--- config.mk ---
export PLATFORM = sky130hd
export DESIGN_NAME = pidt_ctrl
export DESIGN_NICKNAME = d
export VERILOG_FILES = /design/src/core/pidt_pkg.sv /design/src/core/pidt_ctrl.sv
export VERILOG_INCLUDE_DIRS = /design/src /design/src/core
export SDC_FILE = /design/constraint.sdc
export NUM_CORES = 1
export LEC_CHECK = 0
export ABC_AREA = 1
export BUFFER_PORTS_ARGS = -buffer_cell sky130_fd_sc_hd__buf_2
export CORE_AREA = 2 2 110 112
export CTS_CLUSTER_SIZE = 10
export DETAILED_ROUTE_END_ITERATION = 10
export DIE_AREA = 0 0 112 114
export GPL_TIMING_DRIVEN = 0
export PLACE_DENSITY = 0.65
export SETUP_SLACK_MARGIN = 0.15
export SKIP_LAST_GASP = 1
export SLEW_MARGIN = 40
export SYNTH_ARGS = -nofsm -noshare
export SYNTH_HDL_FRONTEND = slang
export SYNTH_SLANG_ARGS = --single-unit
--- constraint.sdc ---
create_clock -name mclk_i -period 9.15 [get_ports mclk_i]
set_input_delay 1.83 -clock mclk_i [delete_from_list [all_inputs] [get_ports mclk_i]]
set_output_delay 1.83 -clock mclk_i [all_outputs]
set_load 0.005 [all_outputs]
--- src/core/pidt_regs.svh ---
// Constants for the page interleave DRAM timing sequencer
//----------------------------------------------------------------
//----------------------------------------------------------------
`ifndef PIDT_REGS_SVH
`define PIDT_REGS_SVH

// Widths
`define PIDT_ADDR_W 24
`define PIDT_BANKS 4
`define PIDT_TAG_W 12
`define PIDT_WAIT_W 5
`define PIDT_PRE_W 4
`define PIDT_CTRL_A_W 8

// Row precharge field of the first timing control byte
`define PIDT_RP_LSB 3
`define PIDT_RP_MSB 5

// Address bit positions for page and bank selection
`define PIDT_PAGE4K_LSB 12
`define PIDT_PAGE8K_LSB 13
`define PIDT_ILV_BANK_LO 11
`define PIDT_ILV_BANK_HI 12
`define PIDT_REGION_256K_LSB 19
`define PIDT_REGION_1M_LSB 21

// Wait state costs
`define PIDT_WAIT_OPEN 5'h01
`define PIDT_WAIT_REOPEN 5'h02
`define PIDT_WAIT_WRITE 5'h01
`define PIDT_WAIT_NONPIPE 5'h01
`define PIDT_WAIT_THIRD 5'h01
`define PIDT_PRE_BASE 4'h1

`endif

--- src/core/pidt_pkg.sv ---
// Types for the page interleave DRAM timing sequencer
`include "pidt_regs.svh"
package pidt_pkg;

	// Interleave arrangement of the banks
	typedef enum logic [1:0] {
		ILV_NONE = 2'b00,
		ILV_TWO = 2'b01,
		ILV_FOUR = 2'b10,
		ILV_THREE = 2'b11
	} pidt_ilv_e;

	// Sequencer states
	typedef enum logic {
		ST_IDLE = 1'b0,
		ST_ACC = 1'b1
	} pidt_state_e;

	// One memory request from the local bus
	typedef struct packed {
		logic [`PIDT_ADDR_W-1:0] addr;
		logic write;
		logic a0;
		logic bhe_n;
	} pidt_req_s;

	// Static timing and arrangement settings
	typedef struct packed {
		logic [`PIDT_CTRL_A_W-1:0] dram_timing_ctrl_a;
		logic [1:0] col_pre_ext;
		logic [1:0] col_act_ext;
		pidt_ilv_e ilv;
		logic big_dev;
		logic pipelined;
	} pidt_cfg_s;

	// DRAM strobes, all active low
	typedef struct packed {
		logic [`PIDT_BANKS-1:0] row_strobe_n;
		logic [`PIDT_BANKS-1:0] column_strobe_low_byte_n;
		logic [`PIDT_BANKS-1:0] column_strobe_high_byte_n;
		logic memory_write_strobe_n;
	} pidt_strobe_s;

endpackage

--- src/core/pidt_ctrl.sv ---
// Page interleave DRAM access sequencer
`timescale 1ns/10ps
`include "pidt_regs.svh"
module pidt_ctrl (
	input wire logic mclk_i,
	input wire logic rst_i,
	input wire logic req_i,
	input pidt_pkg::pidt_req_s req_data_i,
	input pidt_pkg::pidt_cfg_s cfg_i,
	input wire logic flush_i,
	input wire logic ras_timeout_i,
	output logic idle_o,
	output logic ready_o,
	output pidt_pkg::pidt_strobe_s strobe_o,
	output logic [`PIDT_WAIT_W-1:0] wait_count_o,
	output logic page_hit_o
);
	import pidt_pkg::*;
	// Limitation: one access at a time; the bus side waits for idle_o
	// before the next request, since a request while busy is dropped

	//----------------------------------------------------------------
	// Helper functions
	//----------------------------------------------------------------

	// Bank chosen by an address under the current arrangement
	function automatic logic [1:0] bank_of(
		input logic [`PIDT_ADDR_W-1:0] addr,
		input pidt_ilv_e ilv,
		input logic big
	);
		logic [1:0] region;
		region = big ? addr[`PIDT_REGION_1M_LSB+1:`PIDT_REGION_1M_LSB]
			: addr[`PIDT_REGION_256K_LSB+1:`PIDT_REGION_256K_LSB];
		unique case (ilv)
			// Linear: each bank owns one address region
			ILV_NONE: bank_of = region;
			// Pairs of banks, low bank bit inside the page
			ILV_TWO: bank_of = {region[0], addr[`PIDT_ILV_BANK_LO]};
			// All four banks share one page
			ILV_FOUR: bank_of = addr[`PIDT_ILV_BANK_HI:`PIDT_ILV_BANK_LO];
			// First region interleaved, everything above goes to bank two
			ILV_THREE: bank_of = (region == 2'b00) ? {1'b0, addr[`PIDT_ILV_BANK_LO]} : 2'b10;
		endcase
	endfunction

	// Page identity of an address: 4K pages for small devices, 8K otherwise
	// Four-way uses the wide page so that all banks agree on one tag
	function automatic logic [`PIDT_TAG_W-1:0] tag_of(
		input logic [`PIDT_ADDR_W-1:0] addr,
		input logic wide
	);
		tag_of = wide ? {addr[`PIDT_ADDR_W-1:`PIDT_PAGE8K_LSB], 1'b0}
			: addr[`PIDT_ADDR_W-1:`PIDT_PAGE4K_LSB];
	endfunction

	//----------------------------------------------------------------
	// State
	//----------------------------------------------------------------

	pidt_state_e state; // Sequencer state
	pidt_req_s cur; // Request being served
	logic [1:0] cur_bank; // Bank of the request being served
	logic [`PIDT_BANKS-1:0] cur_mask; // Banks opened by the current access
	logic [`PIDT_TAG_W-1:0] open_row [`PIDT_BANKS]; // Open page per bank
	logic [`PIDT_BANKS-1:0] row_valid; // Open page still usable per bank
	logic [`PIDT_BANKS-1:0] ras_on; // Row strobe driven per bank
	logic [`PIDT_PRE_W-1:0] pre_cnt; // Row precharge cycles left
	logic [`PIDT_WAIT_W-1:0] wcnt; // Wait states left

	//----------------------------------------------------------------
	// Request classification
	//----------------------------------------------------------------

	wire logic take = (state == ST_IDLE) && req_i; // Request accepted this edge
	// Bank and page of the address on the bus this cycle
	wire logic [1:0] new_bank = bank_of(req_data_i.addr, cfg_i.ilv, cfg_i.big_dev);
	wire logic wide_page = cfg_i.big_dev || (cfg_i.ilv == ILV_FOUR);
	wire logic [`PIDT_TAG_W-1:0] new_tag = tag_of(req_data_i.addr, wide_page);

	// A flush in the same cycle wins, so the request already sees a miss
	wire logic [`PIDT_BANKS-1:0] valid_eff = (flush_i || ras_timeout_i) ? '0 : row_valid;

	// Page hit needs a valid open row with a matching page
	wire logic hit = valid_eff[new_bank] && (open_row[new_bank] == new_tag);

	// Bank holds another row: it must close and precharge first
	wire logic reopen = valid_eff[new_bank] && !hit;

	// Banks whose row strobe this access opens
	wire logic [`PIDT_BANKS-1:0] new_mask = (cfg_i.ilv == ILV_FOUR) ? 4'hF
		: (4'h1 << new_bank);

	// Row precharge extension from the timing control byte
	wire logic [2:0] rp_ext = cfg_i.dram_timing_ctrl_a[`PIDT_RP_MSB:`PIDT_RP_LSB];

	//----------------------------------------------------------------
	// Wait state budget
	//----------------------------------------------------------------

	// Cost of reaching the page: none, page open, or precharge then open
	wire logic [`PIDT_WAIT_W-1:0] page_waits = hit ? 5'h00
		: reopen ? (`PIDT_WAIT_REOPEN + {2'b00, rp_ext})
		: `PIDT_WAIT_OPEN;

	// Column timing extensions apply to every access
	wire logic [`PIDT_WAIT_W-1:0] col_waits = {3'b000, cfg_i.col_pre_ext}
		+ {3'b000, cfg_i.col_act_ext};

	// A pipelined write repeats the second state for parity generation
	wire logic [`PIDT_WAIT_W-1:0] write_waits = (req_data_i.write && cfg_i.pipelined)
		? `PIDT_WAIT_WRITE : 5'h00;

	// Without pipelined addressing the address arrives one state later
	// Trade-off: one flat wait rather than a separate non-pipelined timing path
	wire logic [`PIDT_WAIT_W-1:0] pipe_waits = cfg_i.pipelined ? 5'h00
		: `PIDT_WAIT_NONPIPE;

	// The bank outside the interleaved pair is one state slower
	wire logic [`PIDT_WAIT_W-1:0] third_waits = ((cfg_i.ilv == ILV_THREE) && (new_bank == 2'b10))
		? `PIDT_WAIT_THIRD : 5'h00;

	// Sum of every cost; the worst case is 17, so five bits never wrap
	wire logic [`PIDT_WAIT_W-1:0] total_waits = page_waits + col_waits + write_waits
		+ pipe_waits + third_waits;

	// Precharge length on a reopen; the base cycle is the extra wait
	wire logic [`PIDT_PRE_W-1:0] pre_load = reopen ? (`PIDT_PRE_BASE + {1'b0, rp_ext}) : 4'h0;

	//----------------------------------------------------------------
	// Strobe decoding
	//----------------------------------------------------------------

	// Columns only move once the row is up and precharge is over
	wire logic col_phase = (state == ST_ACC) && (pre_cnt == 4'h0) && ras_on[cur_bank];
	// One-hot select of the bank being served
	wire logic [`PIDT_BANKS-1:0] bank_hot = 4'h1 << cur_bank;

	// Low byte on even address, high byte when byte-high enable is low
	wire logic [`PIDT_BANKS-1:0] next_cas_lo = (col_phase && !cur.a0) ? bank_hot : 4'h0;
	wire logic [`PIDT_BANKS-1:0] next_cas_hi = (col_phase && !cur.bhe_n) ? bank_hot : 4'h0;
	wire logic next_we = col_phase && cur.write;

	// Handshake back to the bus
	assign ready_o = (state == ST_ACC) && (wcnt == 5'h00);
	assign idle_o = (state == ST_IDLE);

	//----------------------------------------------------------------
	// Sequencer
	//----------------------------------------------------------------

	// Two states are enough: accept, then count waits to the ready cycle
	always_ff @(posedge mclk_i or posedge rst_i)
	begin
		if (rst_i)
		begin
			state <= ST_IDLE;
			cur <= '0;
			cur_bank <= 2'b00;
			cur_mask <= 4'h0;
			wcnt <= 5'h00;
			pre_cnt <= 4'h0;
		end
		else
		begin
			unique case (state)
				// Take a request and load its budget
				ST_IDLE:
				begin
					if (req_i)
					begin
						// Freeze the request so the strobes follow a stable address
						state <= ST_ACC;
						cur <= req_data_i;
						cur_bank <= new_bank;
						cur_mask <= new_mask;
						wcnt <= total_waits;
						pre_cnt <= pre_load;
					end
				end
				// Count down precharge and waits, leave on ready
				ST_ACC:
				begin
					if (pre_cnt != 4'h0)
					begin
						pre_cnt <= pre_cnt - 4'h1;
					end
					// Ready shows while the count reads zero, then the bus is free
					if (wcnt == 5'h00)
					begin
						state <= ST_IDLE;
					end
					else
					begin
						wcnt <= wcnt - 5'h01;
					end
				end
			endcase
		end
	end

	//----------------------------------------------------------------
	// Open page bookkeeping
	//----------------------------------------------------------------

	// Record the page on every miss; hits leave the entry alone
	always_ff @(posedge mclk_i or posedge rst_i)
	begin
		if (rst_i)
		begin
			for (int b = 0; b < `PIDT_BANKS; b++)
			begin
				open_row[b] <= '0;
			end
		end
		else if (take && !hit)
		begin
			for (int b = 0; b < `PIDT_BANKS; b++)
			begin
				if (new_mask[b])
				begin
					// Four-way writes the same page into all banks at once
					open_row[b] <= new_tag;
				end
			end
		end
	end

	// Valid flags: flush and timeout drop them, a miss sets them again
	always_ff @(posedge mclk_i or posedge rst_i)
	begin
		if (rst_i)
		begin
			row_valid <= 4'h0;
		end
		else if (take && !hit)
		begin
			// The new page is good even if a flush came with it
			row_valid <= valid_eff | new_mask;
		end
		else
		begin
			// Otherwise only flushes and timeouts change the flags
			row_valid <= valid_eff;
		end
	end

	// Row strobes stay up across hits; a reopen drops them for precharge
	always_ff @(posedge mclk_i or posedge rst_i)
	begin
		if (rst_i)
		begin
			ras_on <= 4'h0;
		end
		else if (flush_i || ras_timeout_i)
		begin
			// Outside cycles own the rows; an access in flight keeps its own
			ras_on <= (state == ST_ACC) ? (cur_mask & ras_on) : 4'h0;
		end
		else if (take && reopen)
		begin
			// Drop the row so precharge can run before it opens again
			ras_on <= ras_on & ~new_mask;
		end
		else if ((state == ST_ACC) && (pre_cnt == 4'h0))
		begin
			// Other open banks keep their strobe: several rows at once
			ras_on <= ras_on | cur_mask;
		end
	end

	//----------------------------------------------------------------
	// Registered outputs
	//----------------------------------------------------------------

	// Strobes leave flip-flops so the pins carry no decode glitches
	always_ff @(posedge mclk_i or posedge rst_i)
	begin
		if (rst_i)
		begin
			strobe_o <= '1;
		end
		else
		begin
			strobe_o.row_strobe_n <= ~ras_on;
			strobe_o.column_strobe_low_byte_n <= ~next_cas_lo;
			strobe_o.column_strobe_high_byte_n <= ~next_cas_hi;
			strobe_o.memory_write_strobe_n <= ~next_we;
		end
	end

	// Last access summary for observation
	always_ff @(posedge mclk_i or posedge rst_i)
	begin
		if (rst_i)
		begin
			wait_count_o <= 5'h00;
			page_hit_o <= 1'b0;
		end
		else if (take)
		begin
			// Held until the next take so the bus side can read it at leisure
			wait_count_o <= total_waits;
			page_hit_o <= hit;
		end
	end

endmodule

==> impl_metrics.csv, run 1 <==
group,metric,value,unit
status,outcome,"finished, final reports clean",
cts,ctsResizeCount,0,
placement,dp_cells,863,
critical_path,rrSetupSlack,5.62,ns
critical_path,crit_path_start_kind,"input port",
logic_synthesis,yosys_register_bits,94,
global_route,antenna_found_initial,0,
timing,max_freq,174,MHz
critical_path,crit_end,"wcnt[4]",
pwr,p_sw,616,uW
floorplanning,die_area,12800,um2
layout,antennaDiodeCount,0,
cts,cts_hold_buffers,0,
timing,fin_tns_setup,0,ns
logic_synthesis,synth_nets,727,
critical_path,critical_path_class,"in -> reg",
logic_synthesis,synthFlopType,"dfrtp_1",
floorplanning,die_h,114,um
critical_path,cp-startpoint,"req_data_i[22]",
logic_synthesis,seq_area_frac_synth,46.0,%
timing,maxSlewHeadroom,45.3,%
logic_synthesis,synth_edf_count,0,
logic_synthesis,async_flop_share,100,%
drt,drt_pre_antenna_iters,6,
cts,cts_tree,"done",
layout,synthToLayoutAreaGrowth,15.4,%
floorplanning,row_count,40,
pwr,switching_share,37.2,%
layout,nFillCells,1142,
drt,via_count,4565,
drt,ant_nets,0,
flow_run,drv_cap,0,
timing,finalHoldViolCount,0,
critical_path,worstPathArrival,6.01,ns
cts,postCtsSetupBuffers,0,
floorplanning,initial_core_util,43.9,%
logic_synthesis,post_synth_num_cell_types,37,
placement,place_congestion,0.841,
pwr,power.static_leakage,3.15,nW
cts,clk_path_buf_depth,2,
pwr,power_frac_seq,41.7,%
logic_synthesis,syn_avg_cell_area,7.76,um2
global_route,gr-total-overflow,0,
cts,cts-buffers-inserted,9,
critical_path,required,9.42,ns
layout,nets,791,
pwr,combPwrFrac,34.8,%
critical_path,crit_path_max_fanout,10,
timing,worst_slew_pin_slew,0.818,ns
timing,rsz0062_at_grt,"false",
placement,place.port_buffers,52,
global_route,grt_max_degree,55,
drt,drtIter0Drc,264,
timing,fin_skew,0.00545,ns
drt,finalWirelength,13100,um
critical_path,reg2reg_depth,21,
hold_path,min_path_type,"reg -> reg",
cts,cts.sinks,94,
floorplanning,io_pins,69,
global_route,grt_usage,21.8,%
critical_path,timing.rr.start,"open_row[41]",
pwr,p_clk_share,23.5,%
logic_synthesis,syn-cell-area,5140,um2
cts,cts-root-buf,"clkbuf_16",
global_route,first_global_vias,4439,
drt,drc,0,
pwr,p_per_area,279,nW/um2
drt,wire_per_inst,15.0,um
timing,hold_ws,0.450,ns
cts,clkLatencyLatePin,0.35,ns
cts,ctsHtreeMaxLevel,3,
logic_synthesis,synth_cells,663,
timing,setup_viol,0,
critical_path,r2r-end,"wcnt[4]",
timing,slew_viol_final,0,
layout,finalNonFillerCells,879,
timing,fin_crit_sh,62.7,%
pwr,p_int,1.04,mW
placement,hpwlAfterDp,9190,um
global_route,grt_pass1_wl,21900,um
pwr,peakVddDrop,0.171,mV
cts,clkTransAtPathRegs,0.07,ns
drt,drt-vias-per-instance,5.19,
logic_synthesis,yosysWarnings,0,
timing,layout_min_cycle_time,5.73,ns
critical_path,end_kind,"flip-flop",
layout,drive_gt1_share,16.3,%
floorplanning,die_x,112,um
floorplanning,core_region_area,11700,um2
worst min-delay path by stage:
stage / from / end / slack (ns) / cells past startpoint
finish: cur[2] / strobe_o[0] / 0.45 / 1
global route: ras_on[0] / strobe_o[9] / 0.48 / 1
CTS: cur[2] / strobe_o[0] / 0.45 / 1
detailed placement: cur[2] / strobe_o[0] / 0.44 / 1
global placement: ras_on[2] / strobe_o[11] / 0.44 / 1
floorplan: cur[2] / strobe_o[0] / 0.40 / 1
cell usage after synthesis, types with 4 or more instances:
cell type	instances	area [um2]
a21oi_1	9	45.0
buf_2	4	20.0
buf_4	4	30.0
buf_6	5	56.3
clkbuf_1	6	22.5
dfrtp_1	81	2030
dfstp_2	13	342
fa_1	4	80.1
ha_1	12	150
inv_1	51	191
inv_2	5	18.8
nand2_1	278	1040
nand2_2	4	25.0
nand3_1	64	320
nand3b_1	6	45.0
nand4_1	8	50.1
nor2_1	29	109
o21ai_0	39	195
o21ai_1	8	40.0
o21bai_1	4	30.0
xor2_1	5	43.8
cell type report:
| class | count | area [um2] | share of cell area [%] |
|---|---|---|---|
| inverter | 57 | 221 | 3.73 |
| multi-input combinational | 493 | 2440 | 41.1 |
| sequential | 94 | 2370 | 39.9 |
| clock inverter | 4 | 22.5 | 0.380 |
| buffer | 19 | 129 | 2.17 |
| timing repair buffer | 53 | 280 | 4.72 |
| tap | 147 | 184 | 3.10 |
| clock buffer | 12 | 289 | 4.87 |
metal layers:
layer	wire, um	GRT usage (%)	vias up
met5	0	0	-
met4	130	5.28	0
li1	-	-	2247
met3	809	5.74	12
met2	6410	37.5	143
met1	5790	27.6	2163
sequential cells by signal (all words and copies together) (netlist names), 4 cells and up:
| signal | flops |
|---|---|
| cur_mask | 4 |
| open_row | 48 |
| strobe_o | 13 |
| pre_cnt | 4 |
| wcnt | 5 |
| ras_on | 4 |
| wait_count_o | 5 |
| row_valid | 4 |
placed cells by master (no fill, tap or decap), types with 2 or more instances in the layout:
| cell | netlist | layout |
|---|---|---|
| nand2_2 | 4 | 4 |
| nand2_8 | 2 | 2 |
| nand2_4 | 2 | 2 |
| nand3b_1 | 6 | 6 |
| a21oi_1 | 9 | 9 |
| o21ai_1 | 8 | 8 |
| o21ai_0 | 39 | 39 |
| buf_6 | 5 | 5 |
| nor2_1 | 29 | 26 |
| a22oi_1 | 3 | 3 |
| inv_1 | 51 | 50 |
| ha_1 | 12 | 12 |
| a31oi_1 | 2 | 2 |
| dfrtp_1 | 81 | 81 |
| o21bai_1 | 4 | 4 |
| buf_4 | 4 | 4 |
| nor2_4 | 3 | 3 |
| nor2_2 | 0 | 3 |
| clkinv_2 | 0 | 2 |
| inv_2 | 5 | 5 |
| buf_2 | 4 | 56 |
| dfstp_2 | 13 | 13 |
| clkbuf_1 | 6 | 6 |
| xor2_1 | 5 | 5 |
| fa_1 | 4 | 4 |
| clkbuf_16 | 0 | 11 |
| nand2_1 | 278 | 278 |
| nand3_1 | 64 | 64 |
| inv_4 | 0 | 2 |
| nor3_1 | 2 | 2 |
| nand4_1 | 8 | 8 |
power by group through the flow:
stage / Clock [mW] / Sequential [mW] / Combinational [mW]
6_report: 0.389 / 0.691 / 0.577
5_1_grt: 0.414 / 0.711 / 0.672
4_1_cts: 0.397 / 0.691 / 0.582
3_5_place_dp: 0 / 0.697 / 0.577
3_3_place_gp: 0 / 0.688 / 0.554
2_1_floorplan: 0 / 0.674 / 0.438
worst max-delay path, stage by stage:
cell      delay [ns]
buf_2           0.11
inv_2           0.12
o21ai_1         0.09
nand2_1         0.20
clkbuf_1        0.47
nand3_1         0.14
nand2_1         0.10
nand2_1         0.08
nand2_1         0.09
nand2_1         0.05
nand2_1         0.05
nand2_1         0.08
nor2_4          0.16
nand3_2         0.23
nand2_1         0.22
nor2_1          0.08
fa_1            0.46
ha_1            0.32
inv_1           0.06
fa_1            0.45
o21ai_0         0.18
a21oi_1         0.12
nand2_1         0.08
o211ai_1        0.09
o21ai_0         0.11
kinds of logic (layout without fill, tap and decap cells):
logic type	count (synthesis)	in the layout	share of synthesized area [%]
simple gates	400	400	33.6
fa+ha+maj	16	16	4.48
flops	94	94	46.0
buf+inv	76	145	6.66
compound gates	72	72	8.32
xor+xnor	5	5	0.851
stage by stage:
stage	total power, mW	instance area (um2)	worst slack, ns	utilization [%]
6_report	1.66	5930	3.42	50.7
5_1_grt	1.80	5930	3.04	50.7
4_1_cts	1.67	5930	3.47	50.7
3_5_place_dp	1.27	5620	3.13	48.0
3_3_place_gp	1.24	5590	3.17	47.7
2_1_floorplan	1.11	5140	3.98	-
Note: power is estimated with default switching activity, not from simulation.
==> run 2: changes to the inputs <==
--- a/config.mk
+++ b/config.mk
@@ -6,14 +6,14 @@
 export SDC_FILE = /design/constraint.sdc
 export NUM_CORES = 1
 export LEC_CHECK = 0
-export ABC_AREA = 1
+export ABC_AREA = 0
 export BUFFER_PORTS_ARGS = -buffer_cell sky130_fd_sc_hd__buf_2
-export CORE_AREA = 2 2 110 112
+export CORE_AREA = 2 2 107 109
 export CTS_CLUSTER_SIZE = 10
 export DETAILED_ROUTE_END_ITERATION = 10
-export DIE_AREA = 0 0 112 114
+export DIE_AREA = 0 0 109 111
 export GPL_TIMING_DRIVEN = 0
-export PLACE_DENSITY = 0.65
+export PLACE_DENSITY = 0.68
 export SETUP_SLACK_MARGIN = 0.15
 export SKIP_LAST_GASP = 1
 export SLEW_MARGIN = 40
==> constraint.sdc (replaced) <==
create_clock -name mclk_i -period 5.2 [get_ports mclk_i]
set_input_delay 1.04 -clock mclk_i [delete_from_list [all_inputs] [get_ports mclk_i]]
set_output_delay 1.04 -clock mclk_i [all_outputs]
set_load 0.005 [all_outputs]
==> run 2 against run 1 <==
  * Critical path depth decreased by 3
  * Critical endpoint is now wcnt[3]
  * The run now ends with negative setup slack left
  * Register-to-register slack got worse by 4.7 ns
  * Flip-flop and latch count unchanged
  * Total power rose by 72%
  * First-iteration DRC count shrank 33%
  * Largest power group unchanged
  * Wire length decreased by 12%
  * Sequential power grew 71%
  * Critical path type unchanged
  * Via count shrank 17%
==> impl_metrics.csv, run 2 <==
group,metric,value,unit
status,outcome,"finished, violations left",
status,violations,"negative setup slack",
logic_synthesis,muxShareOfSynthArea,12.9,%
timing,maxSlewHeadroom,60.3,%
drt,drtIter0Drc,177,
logic_synthesis,synth_cells,456,
timing,fin_tns_setup,-0.461,ns
logic_synthesis,synth.top_cells.by_area,"dfrtp_1 42%, mux2_2 9.3%, dfstp_2 7.1%",
layout,nets,609,
drt,drt-vias-per-instance,5.46,
floorplanning,row_count,39,
logic_synthesis,synth_top_cell_by_area,"dfrtp_1",
layout,synthToLayoutAreaGrowth,26.6,%
floorplanning,die_x,109,um
global_route,grt_max_degree,49,
timing,finalHoldViolCount,0,
cts,cts_hold_buffers,0,
layout,top_register,"open_row",
placement,dp_cells,651,
drt,ant_nets,0,
placement,hpwlAfterDp,7960,um
global_route,grt_pass1_wl,18700,um
logic_synthesis,async_flop_share,100,%
timing,rsz0062_at_grt,"true",
logic_synthesis,synthTopCellsByCount,"81 x dfrtp_1, 59 x nand2_1, 40 x mux2_2, 28 x nor2_1, 23 x a21oi_1",
pwr,p_per_area,465,nW/um2
layout,final_common_cell,"dfrtp_1",
logic_synthesis,synth_nets,520,
pwr,power.static_leakage,2.82,nW
timing,fin_ws,-0.170,ns
cts,ctsHtreeMaxLevel,3,
critical_path,end_kind,"flip-flop",
drt,wire_per_inst,16.7,um
logic_synthesis,synthFlopType,"dfrtp_1",
logic_synthesis,synth-adder-area-share,4.76,%
critical_path,reg2reg_depth,17,
logic_synthesis,syn-cell-area,4840,um2
drt,finalWirelength,11600,um
hold_path,worstHoldPathCells,1,
logic_synthesis,yosysWarnings,0,
floorplanning,die_h,111,um
drt,drc,0,
cts,cts-root-buf,"clkbuf_16",
timing,fin_crit_sh,103,%
cts,cts-buffers-inserted,9,
logic_synthesis,synth_compound_area_share,14.2,%
global_route,gr-total-overflow,0,
layout,drive_gt1_share,36.0,%
cts,cts.sinks,94,
drt,via_count,3781,
timing,slew_viol_final,0,
logic_synthesis,yosys_register_bits,94,
floorplanning,die_area,12100,um2
cts,clkLatencyLatePin,0.35,ns
global_route,first_global_vias,3944,
placement,place.port_buffers,51,
layout,reg_top3,"open_row: 48 flops, strobe_o: 13 flops",
critical_path,required,5.41,ns
floorplanning,initial_core_util,43.7,%
cts,clk_path_buf_depth,2,
cts,cts_tree,"done",
layout,antennaDiodeCount,0,
critical_path,critical_path_class,"in -> reg",
timing,layout_min_cycle_time,5.37,ns
critical_path,crit_path_max_fanout,8,
placement,place_congestion,0.823,
logic_synthesis,synth_top_area_share,41.9,%
hold_path,min_path_type,"reg -> reg",
cts,clkTransAtPathRegs,0.07,ns
timing,setup_viol,4,
logic_synthesis,seq_area_frac_synth,49.0,%
layout,final_cell_mix,"81 x dfrtp_1, 56 x nand2_1, 47 x buf_2",
timing,fin_skew,0.0111,ns
flow_run,drv_cap,0,
logic_synthesis,synth_top_family_by_area,"compound AO/OA/AOI/OAI gates",
timing,worst_slew_pin_slew,0.593,ns
layout,largest_register_ffs,48,
layout,finalNonFillerCells,693,
floorplanning,core_region_area,11100,um2
critical_path,worstPathArrival,5.58,ns
logic_synthesis,synth_edf_count,0,
logic_synthesis,synth.most_common_cell,"dfrtp_1",
timing,max_freq,186,MHz
critical_path,crit_path_start_kind,"input port",
logic_synthesis,synthXorXnorAreaFrac,3.26,%
logic_synthesis,post_synth_num_cell_types,54,
global_route,antenna_found_initial,0,
pwr,peakVddDrop,0.251,mV
floorplanning,io_pins,69,
drt,drt_pre_antenna_iters,4,
global_route,grt_usage,19.6,%
logic_synthesis,yosys.area_share.simple,12.2,%
logic_synthesis,syn_avg_cell_area,10.6,um2
## run 2: changes by cell type in the layout (fill, tap and decap cells not counted), sizes merged, moves of 21 or more
cell / delta
nand2: -227
mux2: +49
o21ai: -21
inv: -32
nand3: -52
buf: +26
## run 2: cell families (layout without fill, tap and decap cells)
group | after synthesis | count (layout)
adder cells (fa/ha/maj) | 16 | 16
multiplexers | 56 | 56
AND/OR/NAND/NOR | 131 | 131
buffers and inverters | 40 | 134
flip-flops | 94 | 94
AO/OA/AOI/OAI | 101 | 101
XOR/XNOR | 18 | 18
## run 2: worst paths after layout
kind / from / endpoint / slack [ns]
setup reg to reg: open_row[41] / wcnt[3] / 0.94
hold reg to reg: ras_on[3] / strobe_o[12] / 0.39
hold / removal: ras_on[3] / strobe_o[12] / 0.39
min in group asynchronous: rst_i / wait_count_o[2] / 0.72
setup / recovery: cfg_i[1] / wcnt[3] / -0.17
max in group asynchronous: rst_i / open_row[18] / 3.90
## run 2: power breakdown
group	internal (mW)	switching (mW)
Combinational	0.506	0.490
Clock	0.365	0.304
Sequential	1.01	0.173
Total	1.88	0.966
## run 2: per-stage QoR
stage	cell area, um2	hold slack (ns)	util [%]	worst slack [ns]	power (mW)
final	6130	0.386	55.3	-0.170	2.85
after global routing	6130	0.401	55.3	-0.341	3.04
after CTS	5980	0.388	54.0	-0.162	2.82
after detailed placement	5420	0.378	48.9	-1.02	2.11
after global placement	5390	0.373	48.7	-0.950	2.05
after floorplan	4950	0.358	-	-0.201	1.85
## run 2: final cells by class
type                            instances  area (um2)
Fill cell                             934        4950
Multi-Input combinational cell        322        2470
Sequential cell                        94        2370
Timing Repair Buffer                   78         539
Clock buffer                           10         250
Tap cell                              143         179
Buffer                                 18         166
Inverter                               22        90.1
Clock inverter                          6        57.6
## run 2: per-layer routing
metal | up-vias | wire length, um | track usage [%]
met3 | 12 | 614 | 4.23
li1 | 1784 | - | -
met1 | 1883 | 4860 | 24.9
met4 | 0 | 138 | 5.30
met2 | 102 | 5990 | 33.3
met5 | - | 0 | 0
## run 2: repair_timing
item / 4_1_cts / 5_1_grt
setup buffers: 15 / 11
endpoints found under the hold margin: 0 / 0
endpoints found under the setup margin: 8 / 8
resized for setup: 33 / 13
pin swaps: 20 / 13
## run 2: critical path, cell delays in order
cell     delay, ns
buf_12        0.12
mux2i_4       0.20
buf_12        0.14
o221a_4       0.25
buf_8         0.14
a22oi_2       0.14
a32oi_1       0.08
xor2_1        0.19
or4_1         0.54
or4_4         0.55
buf_8         0.14
nor2b_4       0.12
nor2b_4       0.14
fa_1          0.47
ha_4          0.31
ha_4          0.19
a21o_1        0.16
a21oi_2       0.14
xor2_1        0.23
mux2i_1       0.11
o21ai_1       0.12
nor2_1        0.06
